$ cat src/via_pkg.sv
// Constants and types shared by the vectored interrupt acknowledge block
package via_pkg;

   // ***********************************************************
   // Sizes
   // ***********************************************************
   localparam int VIA_NUM_SRC = 16;
   localparam int VIA_SRC_W = 4;
   localparam int VIA_NUM_EXT = 4;

   // ***********************************************************
   // Status word layout and reset value
   // ***********************************************************
   localparam int VIA_PSW_IE_BIT = 7;
   localparam int VIA_PSW_ISP_BIT = 1;
   localparam logic [7:0] VIA_PSW_RST = 8'h02;

   // ***********************************************************
   // Vector table
   // ***********************************************************
   localparam logic [15:0] VIA_BRK_VEC = 16'h003e;
   localparam logic [15:0] VIA_VEC_BASE_DEF = 16'h0004;

   // ***********************************************************
   // Least request-to-service times, in CPU clocks
   // ***********************************************************
   localparam int VIA_LAT_HI_CLK = 7;
   localparam int VIA_LAT_LO_CLK = 8;
   localparam int VIA_LAT_BRK_CLK = 4;
   localparam int VIA_CNT_W = 4;

   // ***********************************************************
   // Sequencer states and state record
   // ***********************************************************
   typedef enum logic [1:0] {
      VIA_ST_IDLE,
      VIA_ST_PCH,
      VIA_ST_PCL,
      VIA_ST_WAIT
   } via_seq_t;

   typedef struct packed {
      logic [7:0] program_status_word;
      via_seq_t seq;
      logic [VIA_CNT_W-1:0] cnt;
      logic [VIA_CNT_W-1:0] target;
      logic [15:0] pc_save;
      logic [15:0] vec;
      logic stk_we;
      logic [7:0] stk_data;
      logic pc_load;
      logic ack;
      logic [VIA_SRC_W-1:0] ack_src;
      logic ack_brk;
      logic [VIA_NUM_SRC-1:0] clr;
      logic busy;
      logic [VIA_NUM_EXT-1:0] sync1;
      logic [VIA_NUM_EXT-1:0] sync2;
      logic [VIA_NUM_EXT-1:0] prev;
      logic [VIA_NUM_EXT-1:0] ext_req;
   } via_state_t;

endpackage

$ cat src/via_ack.sv
// Vectored interrupt acknowledge, priority and context push sequencer
`timescale 1ns/1ps
`default_nettype none
// What this block does
// - Each edge select pair n routes its port pin to request line n.
// - Status word holds enable and in-service flags; byte, bit, EI, DI access.
// - Maskable accept pushes status then PC, clears enable, copies priority.
// - Status word resets to 02h.
// - Explicit push stores status word; returns and pop restore it.
// - A source is eligible while its request is 1 and mask is 0.
// - Accept only while enable is 1; otherwise the request stays pending.
// - Service starts 7 clocks (high) or 8 clocks (low) at the least.
// - A running divide delays acceptance past the normal latency.
// - Higher programmable priority wins, then fixed default order.
// - A pending request is taken as soon as it becomes acceptable.
// - Break always interrupts: push, clear enable, vector 003eh/003fh.
// - Equal or higher priority nests; lower priority stays pending.
// - After a return, one program instruction runs before a pending accept.
// - High service nests only high; low service nests both; break service nests as the flag it kept allows.
// - In-service flag is 0 in high service, 1 in low service or idle; break leaves it unchanged.
// - Priority bit 0 means high level, 1 means low level.
// - Edge bits: 00 off, 01 falling, 10 rising, 11 both edges.
// - After a flag or status instruction, the next one completes first.
module via_ack
   import via_pkg::*;
#(
   parameter logic [15:0] VEC_BASE = VIA_VEC_BASE_DEF
) (
   input wire logic I_MCLK,
   input wire logic I_RST,
   input wire logic I_CE,
   input wire logic [VIA_NUM_SRC-1:0] I_REQ_FLAG,
   input wire logic [VIA_NUM_SRC-1:0] I_MASK_FLAG,
   input wire logic [VIA_NUM_SRC-1:0] I_PRIO_BIT,
   input wire logic [VIA_NUM_EXT-1:0] I_RISE_SEL,
   input wire logic [VIA_NUM_EXT-1:0] I_FALL_SEL,
   input wire logic [VIA_NUM_EXT-1:0] I_EDGE_PORT,
   input wire logic I_INSN_DONE,
   input wire logic I_HOLD_INSN,
   input wire logic I_DIV_BUSY,
   input wire logic I_BRK,
   input wire logic [15:0] I_PC,
   input wire logic I_EI,
   input wire logic I_DI,
   input wire logic I_PSW_WR,
   input wire logic [7:0] I_PSW_WDATA,
   input wire logic I_PSW_BIT_WR,
   input wire logic [2:0] I_PSW_BIT_SEL,
   input wire logic I_PSW_BIT_VAL,
   input wire logic I_PUSH_PSW,
   input wire logic I_RESTORE_PSW,
   input wire logic [7:0] I_STACK_RDATA,
   output logic [7:0] O_PSW,
   output logic O_STACK_WE,
   output logic [7:0] O_STACK_WDATA,
   output logic O_PC_LOAD,
   output logic [15:0] O_VEC_ADDR,
   output logic O_ACK,
   output logic [VIA_SRC_W-1:0] O_ACK_SRC,
   output logic O_ACK_BRK,
   output logic [VIA_NUM_SRC-1:0] O_REQ_CLR,
   output logic O_BUSY,
   output logic [VIA_NUM_EXT-1:0] O_EXT_PIN_REQ
);

   // ***********************************************************
   // Helpers
   // ***********************************************************

   // Fixed default order: lowest set index wins
   function automatic logic [VIA_SRC_W:0] pick_first(
      input logic [VIA_NUM_SRC-1:0] cand
   );
      logic [VIA_SRC_W:0] res;
      res = '0;
      for (int i = VIA_NUM_SRC - 1; i >= 0; i--) begin
         if (cand[i]) begin
            res = {1'b1, VIA_SRC_W'(i)};
         end
      end
      return res;
   endfunction

   // Least clocks from accept to vector load, minus one
   function automatic logic [VIA_CNT_W-1:0] lat_target(
      input int clk_count
   );
      return VIA_CNT_W'(clk_count - 1);
   endfunction

   // ***********************************************************
   // State
   // ***********************************************************
   via_state_t st_ff;
   via_state_t nxt_st;

   logic [VIA_NUM_SRC-1:0] eligible;
   logic [VIA_NUM_SRC-1:0] cand_hi;
   logic [VIA_NUM_SRC-1:0] cand_lo;
   logic [VIA_SRC_W:0] pick_hi;
   logic [VIA_SRC_W:0] pick_lo;
   logic [VIA_NUM_EXT-1:0] rise_hit;
   logic [VIA_NUM_EXT-1:0] fall_hit;
   logic ie;
   logic in_service_priority_flag;
   logic boundary;
   logic take_hi;
   logic take_lo;
   logic take_brk;
   logic [VIA_SRC_W-1:0] take_src;

   // ***********************************************************
   // Request selection
   // ***********************************************************

   // Eligible sources split by priority level
   assign eligible = I_REQ_FLAG & ~I_MASK_FLAG;
   assign cand_hi = eligible & ~I_PRIO_BIT;
   assign cand_lo = eligible & I_PRIO_BIT;
   assign pick_hi = pick_first(cand_hi);
   assign pick_lo = pick_first(cand_lo);

   assign ie = st_ff.program_status_word[VIA_PSW_IE_BIT];
   assign in_service_priority_flag = st_ff.program_status_word[VIA_PSW_ISP_BIT];

   // Accept only at the end of a non-hold instruction, no divide running
   assign boundary = I_INSN_DONE & ~I_HOLD_INSN & ~I_DIV_BUSY
      & (st_ff.seq == VIA_ST_IDLE);

   // Break beats maskable requests; it cannot be disabled
   assign take_brk = I_INSN_DONE & I_BRK & (st_ff.seq == VIA_ST_IDLE);

   // High level nests whenever enabled; low only outside high service
   assign take_hi = boundary & ~take_brk & ie & pick_hi[VIA_SRC_W];
   assign take_lo = boundary & ~take_brk & ie & ~pick_hi[VIA_SRC_W]
      & pick_lo[VIA_SRC_W] & in_service_priority_flag;

   assign take_src = take_hi ? pick_hi[VIA_SRC_W-1:0]
      : pick_lo[VIA_SRC_W-1:0];

   // ***********************************************************
   // External pin edge detection
   // ***********************************************************
   genvar gi;
   generate
      for (gi = 0; gi < VIA_NUM_EXT; gi++) begin : g_edge
         // Pin n feeds request line n through its own select pair
         assign rise_hit[gi] = st_ff.sync2[gi] & ~st_ff.prev[gi]
            & I_RISE_SEL[gi];
         assign fall_hit[gi] = ~st_ff.sync2[gi] & st_ff.prev[gi]
            & I_FALL_SEL[gi];
      end
   endgenerate

   // ***********************************************************
   // Next state
   // ***********************************************************
   always_comb begin
      nxt_st = st_ff;

      // Pulses default low
      nxt_st.stk_we = 1'b0;
      nxt_st.pc_load = 1'b0;
      nxt_st.ack = 1'b0;
      nxt_st.ack_brk = 1'b0;
      nxt_st.clr = '0;

      // Pin synchroniser and edge pulses
      nxt_st.sync1 = I_EDGE_PORT;
      nxt_st.sync2 = st_ff.sync1;
      nxt_st.prev = st_ff.sync2;
      nxt_st.ext_req = rise_hit | fall_hit;

      unique case (st_ff.seq)
         VIA_ST_IDLE: begin
            // Core-driven status word updates
            if (I_PSW_WR || I_RESTORE_PSW) begin
               nxt_st.program_status_word = I_PSW_WR ? I_PSW_WDATA : I_STACK_RDATA;
            end else if (I_PSW_BIT_WR) begin
               nxt_st.program_status_word[I_PSW_BIT_SEL] = I_PSW_BIT_VAL;
            end else if (I_EI) begin
               nxt_st.program_status_word[VIA_PSW_IE_BIT] = 1'b1;
            end else if (I_DI) begin
               nxt_st.program_status_word[VIA_PSW_IE_BIT] = 1'b0;
            end
            // Explicit push of the status word
            if (I_PUSH_PSW) begin
               nxt_st.stk_we = 1'b1;
               nxt_st.stk_data = st_ff.program_status_word;
            end
            if (take_brk || take_hi || take_lo) begin
               // Push old status word, then disable further accepts
               nxt_st.stk_we = 1'b1;
               nxt_st.stk_data = st_ff.program_status_word;
               nxt_st.program_status_word[VIA_PSW_IE_BIT] = 1'b0;
               nxt_st.pc_save = I_PC;
               nxt_st.cnt = '0;
               nxt_st.busy = 1'b1;
               nxt_st.ack = 1'b1;
               nxt_st.ack_brk = take_brk;
               nxt_st.seq = VIA_ST_PCH;
               if (take_brk) begin
                  nxt_st.vec = VIA_BRK_VEC;
                  nxt_st.target = lat_target(VIA_LAT_BRK_CLK);
               end else begin
                  // Priority bit of the accepted source into in-service flag
                  nxt_st.program_status_word[VIA_PSW_ISP_BIT] = take_lo;
                  nxt_st.ack_src = take_src;
                  nxt_st.clr[take_src] = 1'b1;
                  nxt_st.vec = VEC_BASE
                     + {11'h000, take_src, 1'b0};
                  nxt_st.target = take_hi ? lat_target(VIA_LAT_HI_CLK)
                     : lat_target(VIA_LAT_LO_CLK);
               end
            end
         end
         VIA_ST_PCH: begin
            // Program counter high byte
            nxt_st.stk_we = 1'b1;
            nxt_st.stk_data = st_ff.pc_save[15:8];
            nxt_st.cnt = st_ff.cnt + VIA_CNT_W'(1);
            nxt_st.seq = VIA_ST_PCL;
         end
         VIA_ST_PCL: begin
            // Program counter low byte
            nxt_st.stk_we = 1'b1;
            nxt_st.stk_data = st_ff.pc_save[7:0];
            nxt_st.cnt = st_ff.cnt + VIA_CNT_W'(1);
            nxt_st.seq = VIA_ST_WAIT;
         end
         VIA_ST_WAIT: begin
            // Pad to the least service latency, then branch
            nxt_st.cnt = st_ff.cnt + VIA_CNT_W'(1);
            if (nxt_st.cnt >= st_ff.target) begin
               nxt_st.pc_load = 1'b1;
               nxt_st.busy = 1'b0;
               nxt_st.seq = VIA_ST_IDLE;
            end
         end
      endcase
   end

   // ***********************************************************
   // Registers
   // ***********************************************************
   always_ff @(posedge I_MCLK) begin
      if (I_RST) begin
         st_ff <= '0;
         st_ff.program_status_word <= VIA_PSW_RST;
         st_ff.seq <= VIA_ST_IDLE;
      end else if (I_CE) begin
         st_ff <= nxt_st;
      end
   end

   // Outputs straight from the state record
   assign O_PSW = st_ff.program_status_word;
   assign O_STACK_WE = st_ff.stk_we;
   assign O_STACK_WDATA = st_ff.stk_data;
   assign O_PC_LOAD = st_ff.pc_load;
   assign O_VEC_ADDR = st_ff.vec;
   assign O_ACK = st_ff.ack;
   assign O_ACK_SRC = st_ff.ack_src;
   assign O_ACK_BRK = st_ff.ack_brk;
   assign O_REQ_CLR = st_ff.clr;
   assign O_BUSY = st_ff.busy;
   assign O_EXT_PIN_REQ = st_ff.ext_req;

endmodule // via_ack
`default_nettype wire

$ cat config.mk
export PLATFORM = sky130hd
export DESIGN_NAME = via_ack
export DESIGN_NICKNAME = d
export VERILOG_FILES = /design/src/via_pkg.sv /design/src/via_ack.sv
export SDC_FILE = /design/constraint.sdc
export NUM_CORES = 1
export LEC_CHECK = 0
export BUFFER_PORTS_ARGS = -buffer_cell sky130_fd_sc_hd__buf_2
export CORE_MARGIN = 5
export CORE_UTILIZATION = 35
export CTS_BUF_LIST = sky130_fd_sc_hd__clkbuf_8 sky130_fd_sc_hd__clkbuf_16
export CTS_CLUSTER_SIZE = 16
export DETAILED_ROUTE_END_ITERATION = 16
export GPL_ROUTABILITY_DRIVEN = 1
export PLACE_DENSITY = 0.59
export SETUP_SLACK_MARGIN = 0.05
export SLEW_MARGIN = 20
export SYNTH_ARGS = -nofsm -noshare
export SYNTH_HDL_FRONTEND = slang
export SYNTH_SLANG_ARGS = --single-unit
export TNS_END_PERCENT = 50
$ cat constraint.sdc
create_clock -name I_MCLK -period 2.2 [get_ports I_MCLK]
set_clock_uncertainty 0.15 [all_clocks]
set_input_delay 0.22 -clock I_MCLK [delete_from_list [all_inputs] [get_ports I_MCLK]]
set_output_delay 0.22 -clock I_MCLK [all_outputs]
set_load 0.02 [all_outputs]
### After elaboration in Yosys (flattened, before gate mapping)

Index checks and enable logic that the tools add are counted.

* $mul: 0
* mux-type cells: 63
* $add $sub $neg: 2
* reduce and logical (&&, ||, !) cells: 19
* bitwise logic cells: 45
* shifts and indexed selects: 0
* equality and inequality tests: 6
* divide/modulo/power cells: 0
* order comparisons: 5

Operators by type and width (number)
* $mux W5: 32
* $mux W51: 1
* $and A16 B16 Y16: 3
* $not A16 Y16: 2
* $and A1 B1 Y1: 27
* $pmux W9 S3: 1
* $pmux W6 S4: 1
* $mux W23: 1
* $mux W22: 1
* $mux W16: 1
* $mux W8: 2
* $reduce_and A3 Y1: 5
* $mux W1: 12
* $not A1 Y1: 12
* $mux W9: 1
* $bwmux W8: 1
* $mux W4: 2
* $reduce_and A4 Y1: 2
* $mux W7: 1
* $add A3 B5 Y6 const A: 1
* $mux W6: 1
* $lt A4 B5 Y1 const B: 1
* $reduce_bool A5 Y1: 1
* $add A4 B1 Y4 const B: 1
* 21 further kinds: 27

* memories: 0
* flip-flop bits (word level): 99
* memory bits (read-only): 0
* RAM bits: 0
* latch bits: 0
* input port bits: 109
* output and inout bits: 61

### Logic depth before layout (Yosys ltp)

Gate-level depths: netlist of run 1.

* depth after elaboration: 28
* depth in mapped cells: 11
* mapped depth without buffers: 10

### Worst setup path before layout of run 1

No wires, ideal clock.

* path kind: register to register
* from: reg st_ff (netlist bit O_PSW[7])
* to: reg st_ff (netlist bit O_REQ_CLR[12])
* setup time: 117 ps
* stages on the path, launching flop included: 9
* slack: -218 ps
* required time: 1933 ps
* arrival: 2151 ps
* period minus slack after synthesis: 2418 ps
* path through: dfxtp_1 -> nor4b_1 -> and3_1 -> buf_2 -> nand2_4 -> or4_4 -> a32o_1 -> buf_4 -> a32o_1

* word-level cells in the longest chain between the ends: 10
* elaborated cells on any way between the ends: 16
* those cells by class: order compare (2); mux (6); bitwise (5); reduce/logical (3)

Ends and longest elaborated chain
* start, declared: line via_ack.sv:94 `via_state_t st_ff;`
* start signal, assigned: line via_ack.sv:252 `st_ff <= nxt_st;`
* $and A1 B1 Y1 (*): line via_ack.sv:134, via_ack.sv:135
* $and A1 B1 Y1: line via_ack.sv:134 `assign take_hi = boundary & ~take_brk & ie & pick_hi[VIA_SRC_W];`
* $mux W4: line via_ack.sv:138 `assign take_src = take_hi ? pick_hi[VIA_SRC_W-1:0]`
* $lt A4 B5 Y1 (implied by the code) / $ge A4 B1 Y1 (equally long branches): line via_ack.sv:209 `nxt_st.clr[take_src] = 1'b1;`
* $logic_and A1 B1 Y1 (implied by the code): line via_ack.sv:209
* $mux W1 (implied by the code): line via_ack.sv:209
* $demux W1 S4: line via_ack.sv:209
* $mux W16: line via_ack.sv:202 `if (take_brk) begin`
* $mux W23 (*): line via_ack.sv:191 `if (take_brk || take_hi || take_lo) begin`
* $mux W22 (*): line via_ack.sv:174 `unique case (st_ff.seq)`

Mark *: on every way between the ends. The rest lies on a longest branch, timed or not. The select of a mux whose other input is x is not followed.
A chain may end at the register's enable or synchronous reset.

### Final worst setup path of run 1

* from: reg st_ff[85] in the netlist's numbering
* to: reg st_ff[90] in the netlist's numbering

* word-level cells in the longest chain between the ends: 4

Ends and longest elaborated chain
* $add A4 B1 Y4: line via_ack.sv:233 `nxt_st.cnt = st_ff.cnt + VIA_CNT_W'(1);`
* $ge A4 B4 Y1: line via_ack.sv:234 `if (nxt_st.cnt >= st_ff.target) begin`
* $ne A2 B2 Y1 (no source line)
* $reduce_and A3 Y1 (no source line)

No other way between the ends.

==> metrics.csv, run 1 <==
stage;metric;value;unit
critical_path;startpoint;st_ff[85]$_SDFFE_PP0P_;
global_route;grtUsageTotal;17.7;%
die;rows;44;
global_route;top_usage_layer;met2;
synth;synthCells;595;
timing;finalSetupViolCount;12;
hold_path;hold_class;input pin to flop;
timing;period_share;102;%
global_route;grt_pass1_vias;5183;
clocking;cts_made_buffers;9;
detailed_routing;route.detailed.drc;0;
die;dieWidth;131;um
die;io_pins;170;
timing;report.final.slew_viol_count;0;
flow_run;drv_cap;0;
global_route;met2_usage;30.6;%
critical_path;rr_endpoint;st_ff[90]$_SDFFE_PP0P_;
placed_design;placed_area;6450;um^2
clocking;cts.sinks;87;
synth;synth_top_area_share;33.9;%
critical_path;cp_slowest_cell;or4b_4;
critical_path;max_stage_delay;540;ps
cells_and_area;area_growth;47.0;%
critical_path;arrival;2320;ps
outcome;status;finished with violations;
cells_and_area;mostFrequentLayoutCells;151 x buf_2, 92 x buf_4, 82 x dfxtp_1, 60 x nand2_1, 50 x nor2_1;
global_route;grt_max_degree;35;
synth;synth_top_area_cell;dfxtp_1;
timing;max_freq;444;MHz
die;initial_utilization;35.4;%
timing;holdWs;16.7;ps
global_route;grt_pass1_wl;24500;um
detailed_routing;wire_per_inst;16.1;um
clocking;cts_max_level;3;
critical_path;crit_path_start_kind;flop;
global_route;gr-usage-met1;21.4;%
synth;ys_seq_area_share;33.9;%
critical_path;crit_end;st_ff[90]$_SDFFE_PP0P_;
clocking;cts_tree;yes;
synth;synth_cell_types;81;
synth;async_reset_ff_share;0;%
power_and_ir_drop;p_leak;0.00326;uW
critical_path;cp_max_fo;3;
timing;finalHoldViolations;0;
synth;ys_top_cells_by_area;dfxtp_1 34%, buf_4 8.3%, nand2_1 4.4%;
critical_path;endpoint_kind;flop;
detailed_routing;vias_per_cell;5.21;
global_route;grtUsageMet3;3.40;%
critical_path;required;2270;ps
detailed_routing;routed_wl;16300;um
power_and_ir_drop;p_per_area;566;nW/um^2
cells_and_area;final_cell_area;7540;um^2
detailed_routing;drtIter0Drc;405;
critical_path;r2r_cells;8;
die;dieHeight;131;um
cells_and_area;mostFrequentLayoutCell;buf_2;
clocking;clkTransAtPathRegs;60;ps
timing;fin_ws;-54.4;ps
clocking;clock_latency;340;ps
cells_and_area;nets;936;
outcome;violations;negative setup slack;
clocking;cts_buffer_depth;2;
clocking;clockRootBuffer;clkbuf_16;
placed_design;portBuffers;158;
critical_path;timing.rr.start;st_ff[85]$_SDFFE_PP0P_;
timing;rsz0062_at_grt;yes;
synth;syn_avg_cell_area;8.63;um^2
synth;synth_warnings;0;
global_route;grt-ovfl-total;0;
critical_path;crit_type;flop to flop;
critical_path;cp_cell_sequence;ha_4 -> xor2_1 -> ha_1 -> nor2b_4 -> or4b_4 -> o311ai_4 -> mux2i_1 -> nor2_1;
global_route;antenna_found_initial;2;
synth;ys_seq_elements;87;
synth;synth_edf_count;0;
die;coreArea;14500;um^2
synth;synth_ff_type;dfxtp_1;
synth;syn_area;5130;um^2
power_and_ir_drop;vdd_drop_max;0.000312;V
timing;min_period;2250;ps
critical_path;rrSetupSlack;-50;ps
placed_design;gp_congestion;0.889;
cells_and_area;drive_gt1_share;45.4;%
placed_design;dp_hpwl;12000;um
die;die_area;17200;um^2
detailed_routing;drtPass1Iterations;5;
detailed_routing;ant_nets;0;
detailed_routing;vias;5247;
==> flip-flops by register name, indices dropped and copies added, names as in the netlist, 4 cells and up <==
register	flops
O_REQ_CLR	16
st_ff	29
O_STACK_WDATA	8
O_ACK_SRC	4
nxt_st	8
O_EXT_PIN_REQ	4
O_PSW	8
O_VEC_ADDR	5
==> power by group <==
group          internal (uW)  leakage, uW  switching, uW  total [uW]
clock network            777     0.000137            667        1440
logic                    542      0.00241            598        1140
registers               1640     0.000709           45.5        1680
==> how the worst min path moves through the flow <==
stage / slack [ps] / cells past startpoint / start / endpoint
after detailed placement: 300 / 1 / O_STACK_WDATA[0]$_SDFFE_PP0P_ / O_STACK_WDATA[0]$_SDFFE_PP0P_
after global placement: 290 / 2 / st_ff[78]$_SDFFE_PP0P_ / st_ff[78]$_SDFFE_PP0P_
final: 20 / 3 / I_FALL_SEL[3] / O_EXT_PIN_REQ[3]$_SDFFE_PP0P_
after global routing: 30 / 3 / I_RISE_SEL[3] / O_EXT_PIN_REQ[3]$_SDFFE_PP0P_
after CTS: 9 / 3 / I_FALL_SEL[3] / O_EXT_PIN_REQ[3]$_SDFFE_PP0P_
after floorplan: 210 / 2 / I_PC[0] / st_ff[65]$_SDFFE_PP0P_
==> cells by family (layout without fill, tap and decap cells) <==
kind of cell / Yosys count / in the layout / synth area share (%)
multiplexers: 20 / 20 / 4.05
AND/OR/NAND/NOR: 229 / 229 / 26.1
flip-flops: 87 / 87 / 33.9
XOR/XNOR: 4 / 4 / 0.683
AO/OA/AOI/OAI: 146 / 147 / 21.3
buffers and inverters: 98 / 314 / 11.5
other: 1 / 13 / 0.0731
adder cells (fa/ha/maj): 10 / 10 / 2.44
==> cell usage after synthesis, types with 6 or more instances <==
master,instances
nor2b_1,9
ha_1,10
a21oi_1,43
o31ai_2,7
mux2i_1,17
o211ai_1,6
nand4_1,8
a211oi_1,6
dfxtp_1,87
nand2_1,60
buf_2,6
o21ai_0,10
a311oi_1,7
nand3b_1,24
nor2_1,52
clkbuf_1,21
o21ai_1,9
o2bb2ai_1,8
inv_1,10
a222oi_1,8
buf_4,57
nor3_1,10
nand2b_1,10
nor3b_1,9
==> per-layer routing <==
metal	up-vias	share of wire (%)
met1	2499	41
met2	146	51
met3	28	5.4
met5	-	0
met4	0	2.2
li1	2574	-
==> critical path, delay by kind of cell (launching register included) <==
| kind | cells | cell delay, ps |
|---|---|---|
| and+or+nand+nor | 3 | 720 |
| xor gates and xnor gates | 1 | 130 |
| AOI/OAI and AO/OA | 1 | 100 |
| adders and majority gates | 2 | 450 |
| muxes | 1 | 220 |
| DFF | 1 | 360 |
==> cell type report <==
cell class,count,area (um^2)
flip-flops and latches,87,1750
repair buffers,287,1930
inverters,11,43.8
multi-input cells,421,3310
fillers,1375,6940
clock buffers,9,225
well taps,184,230
clock inverters,7,52.6
diodes,2,5.00
==> metrics by stage <==
step	worst slack, ps	std cells	setup TNS, ps	util (%)	power [uW]
5_1_grt	-132	1008	-2800	52.1	4460
6_report	-54.4	1008	-194	52.1	4270
3_3_place_gp	-427	948	-15990	44.5	2630
3_5_place_dp	-476	948	-18780	44.5	2650
4_1_cts	-42.0	988	-101	49.1	4170
2_1_floorplan	-55.6	605	-290	-	2300
==> what timing repair did <==
| item | 4_1_cts | 5_1_grt |
|---|---|---|
| cloned | 1 | 2 |
| pin swaps | 12 | 43 |
| setup endpoints to repair | 58 | 55 |
| hold buffers | 20 | 0 |
| setup buffers | 3 | 16 |
| gates resized for setup | 30 | 61 |
| endpoints found under the hold margin | 20 | 0 |
(Power assumes the default switching activity.)
==> inputs of run 2 (changes only) <==
--- a/config.mk
+++ b/config.mk
@@ -13,8 +13,8 @@
 export DETAILED_ROUTE_END_ITERATION = 16
 export GPL_ROUTABILITY_DRIVEN = 1
 export PLACE_DENSITY = 0.59
-export SETUP_SLACK_MARGIN = 0.05
-export SLEW_MARGIN = 20
+export SETUP_SLACK_MARGIN = 0.5
+export SLEW_MARGIN = 0
 export SYNTH_ARGS = -nofsm -noshare
 export SYNTH_HDL_FRONTEND = slang
 export SYNTH_SLANG_ARGS = --single-unit
==> run 2 against run 1 <==
- core utilization increased by 2.8 points
- count of clock-buffer cells in the layout is 2 higher
- non-clock buffer count grew 15
- combinational power rose by 11%
- the flow still finishes with violations (negative setup slack)
- sequential power hardly changed
- sequential share of layout area fell by 1.2 points
- largest cell class unchanged
==> metrics.csv, run 2 (same netlist as run 1, synthesis figures left out) <==
stage;metric;value;unit
hold_path;hold_class;input pin to flop;
global_route;grtUsageTotal;19.1;%
power_and_ir_drop;vdd_drop_max;0.000458;V
clocking;cts_made_buffers;9;
cells_and_area;drive_gt1_share;50.2;%
power_and_ir_drop;power_switching;1340;uW
die;io_pins;170;
placed_design;dp.cells;951;
clocking;cts.sinks;87;
global_route;grt_pass1_wl;26000;um
detailed_routing;drtIter0Drc;391;
hold_path;min_path_cells;2;
detailed_routing;wire_per_inst;16.7;um
global_route;grt_max_degree;32;
cells_and_area;largest_reg_flops;29;
timing;fin_ws;-71.3;ps
clocking;cts_max_level;3;
timing;finalSetupViolCount;30;
power_and_ir_drop;p_leak;0.00344;uW
power_and_ir_drop;p_int;3210;uW
die;dieHeight;131;um
cells_and_area;area_growth;54.8;%
power_and_ir_drop;power_frac_clock;35.3;%
placed_design;dp_hpwl;12300;um
critical_path;r2r_cells;8;
die;rows;44;
global_route;grt_pass1_vias;5306;
timing;rsz0062_at_grt;yes;
detailed_routing;ant_nets;0;
detailed_routing;vias_per_cell;5.24;
power_and_ir_drop;p_per_area;572;nW/um^2
cells_and_area;fin_cells;1021;
detailed_routing;routed_wl;17000;um
outcome;status;finished with violations;
die;initial_utilization;35.4;%
timing;period_share;103;%
cells_and_area;nets;951;
clocking;cts_tree;yes;
detailed_routing;vias;5346;
timing;min_period;2270;ps
placed_design;gp_congestion;0.894;
die;dieWidth;131;um
critical_path;required;2270;ps
cells_and_area;mostFrequentLayoutCell;buf_2;
die;die_area;17200;um^2
critical_path;rr_endpoint;st_ff[90]$_SDFFE_PP0P_;
critical_path;crit_type;flop to flop;
cells_and_area;largest-register;st_ff;
clocking;cts_buffer_depth;2;
die;coreArea;14500;um^2
power_and_ir_drop;combPwrFrac;27.7;%
critical_path;endpoint_kind;flop;
detailed_routing;drtPass1Iterations;8;
power_and_ir_drop;p_total;4550;uW
detailed_routing;route.detailed.drc;0;
flow_run;drv_cap;0;
clocking;clock_latency;340;ps
critical_path;timing.rr.start;st_ff[85]$_SDFFE_PP0P_;
critical_path;arrival;2340;ps
clocking;clockRootBuffer;clkbuf_16;
outcome;violations;negative setup slack;
critical_path;cp_max_fo;3;
cells_and_area;mostFrequentLayoutCells;145 x buf_2, 93 x buf_4, 82 x dfxtp_1, 53 x nand2_1, 46 x nor2_1;
cells_and_area;diodes;0;
timing;finalHoldViolations;0;
critical_path;crit_path_start_kind;flop;
cells_and_area;utilization;54.9;%
hold_path;hold_end;O_ACK_SRC[2]$_SDFFE_PP0P_;
placed_design;portBuffers;158;
power_and_ir_drop;swShare;29.4;%
critical_path;rrSetupSlack;-70;ps
power_and_ir_drop;power.share.sequential;37.1;%
timing;max_freq;440;MHz
global_route;grt-ovfl-total;0;
clocking;clkTransAtPathRegs;70;ps
global_route;antenna_found_initial;0;
hold_path;min_from;I_RST;
timing;report.final.slew_viol_count;0;
## run 2: per-stage QoR
step | hold slack (ps) | setup TNS, ps | setup WS, ps | instance area [um^2]
5_1_grt | 27.5 | -4020 | -131 | 7940
2_1_floorplan | 206 | -326 | -55.6 | 5350
3_5_place_dp | 292 | -18860 | -487 | 6490
4_1_cts | -16.8 | -188 | -49.5 | 7590
6_report | 10.9 | -913 | -71.3 | 7940
3_3_place_gp | 292 | -16300 | -419 | 6490
## run 2: critical path, stage by stage, from the launching register on
cell and delay [ps]:
dfxtp_4 360, ha_4 160, xor2_1 140, ha_1 280, nor2b_4 130, or4b_4 530
o311ai_4 120, mux2i_1 240, nor2_1 60
## run 2: worst max-delay path by stage
| stage | startpoint | endpoint | slack [ps] | cells past startpoint |
|---|---|---|---|---|
| floorplan | I_MASK_FLAG[4] | O_REQ_CLR[12]$_SDFFE_PP0P_ | -60 | 8 |
| global placement | I_PRIO_BIT[15] | O_REQ_CLR[14]$_SDFFE_PP0P_ | -420 | 8 |
| detailed placement | I_PRIO_BIT[15] | O_REQ_CLR[14]$_SDFFE_PP0P_ | -490 | 8 |
| CTS | st_ff[85]$_SDFFE_PP0P_ | st_ff[90]$_SDFFE_PP0P_ | -50 | 8 |
| global route | I_REQ_FLAG[15] | O_REQ_CLR[11]$_SDFFE_PP0P_ | -130 | 10 |
| finish | st_ff[85]$_SDFFE_PP0P_ | st_ff[90]$_SDFFE_PP0P_ | -70 | 8 |
## run 2: what timing repair did
action	4_1_cts	5_1_grt
cloned	3	1
resized for setup	98	43
endpoints found under the hold margin	22	0
setup buffers	16	14
hold buffers	20	0
setup endpoints to repair	70	69
pin swaps	63	47
## run 2: power groups by stage
stage,sequential (uW),clock [uW],combinational (uW)
floorplan,1710,0,589
CTS,1690,1640,1150
global placement,1720,0,931
finish,1690,1600,1260
global route,1690,1690,1350
detailed placement,1720,0,956
## run 2: final cells by class
type,instances,area (um^2)
clock inverter,5,63.8
timing repair buffer,302,2180
tap,184,230
clock buffer,11,253
sequential,87,1750
multi-input combinational,421,3420
fill,1277,6540
inverter,11,43.8
## run 2: layer usage
layer / up-vias / track usage [%] / part of all wire (%)
met4: 0 / 6.90 / 2.7
met3: 41 / 3.57 / 5.8
met5: - / 0 / 0
li1: 2608 / - / -
met2: 185 / 34.2 / 52
met1: 2512 / 22.6 / 39
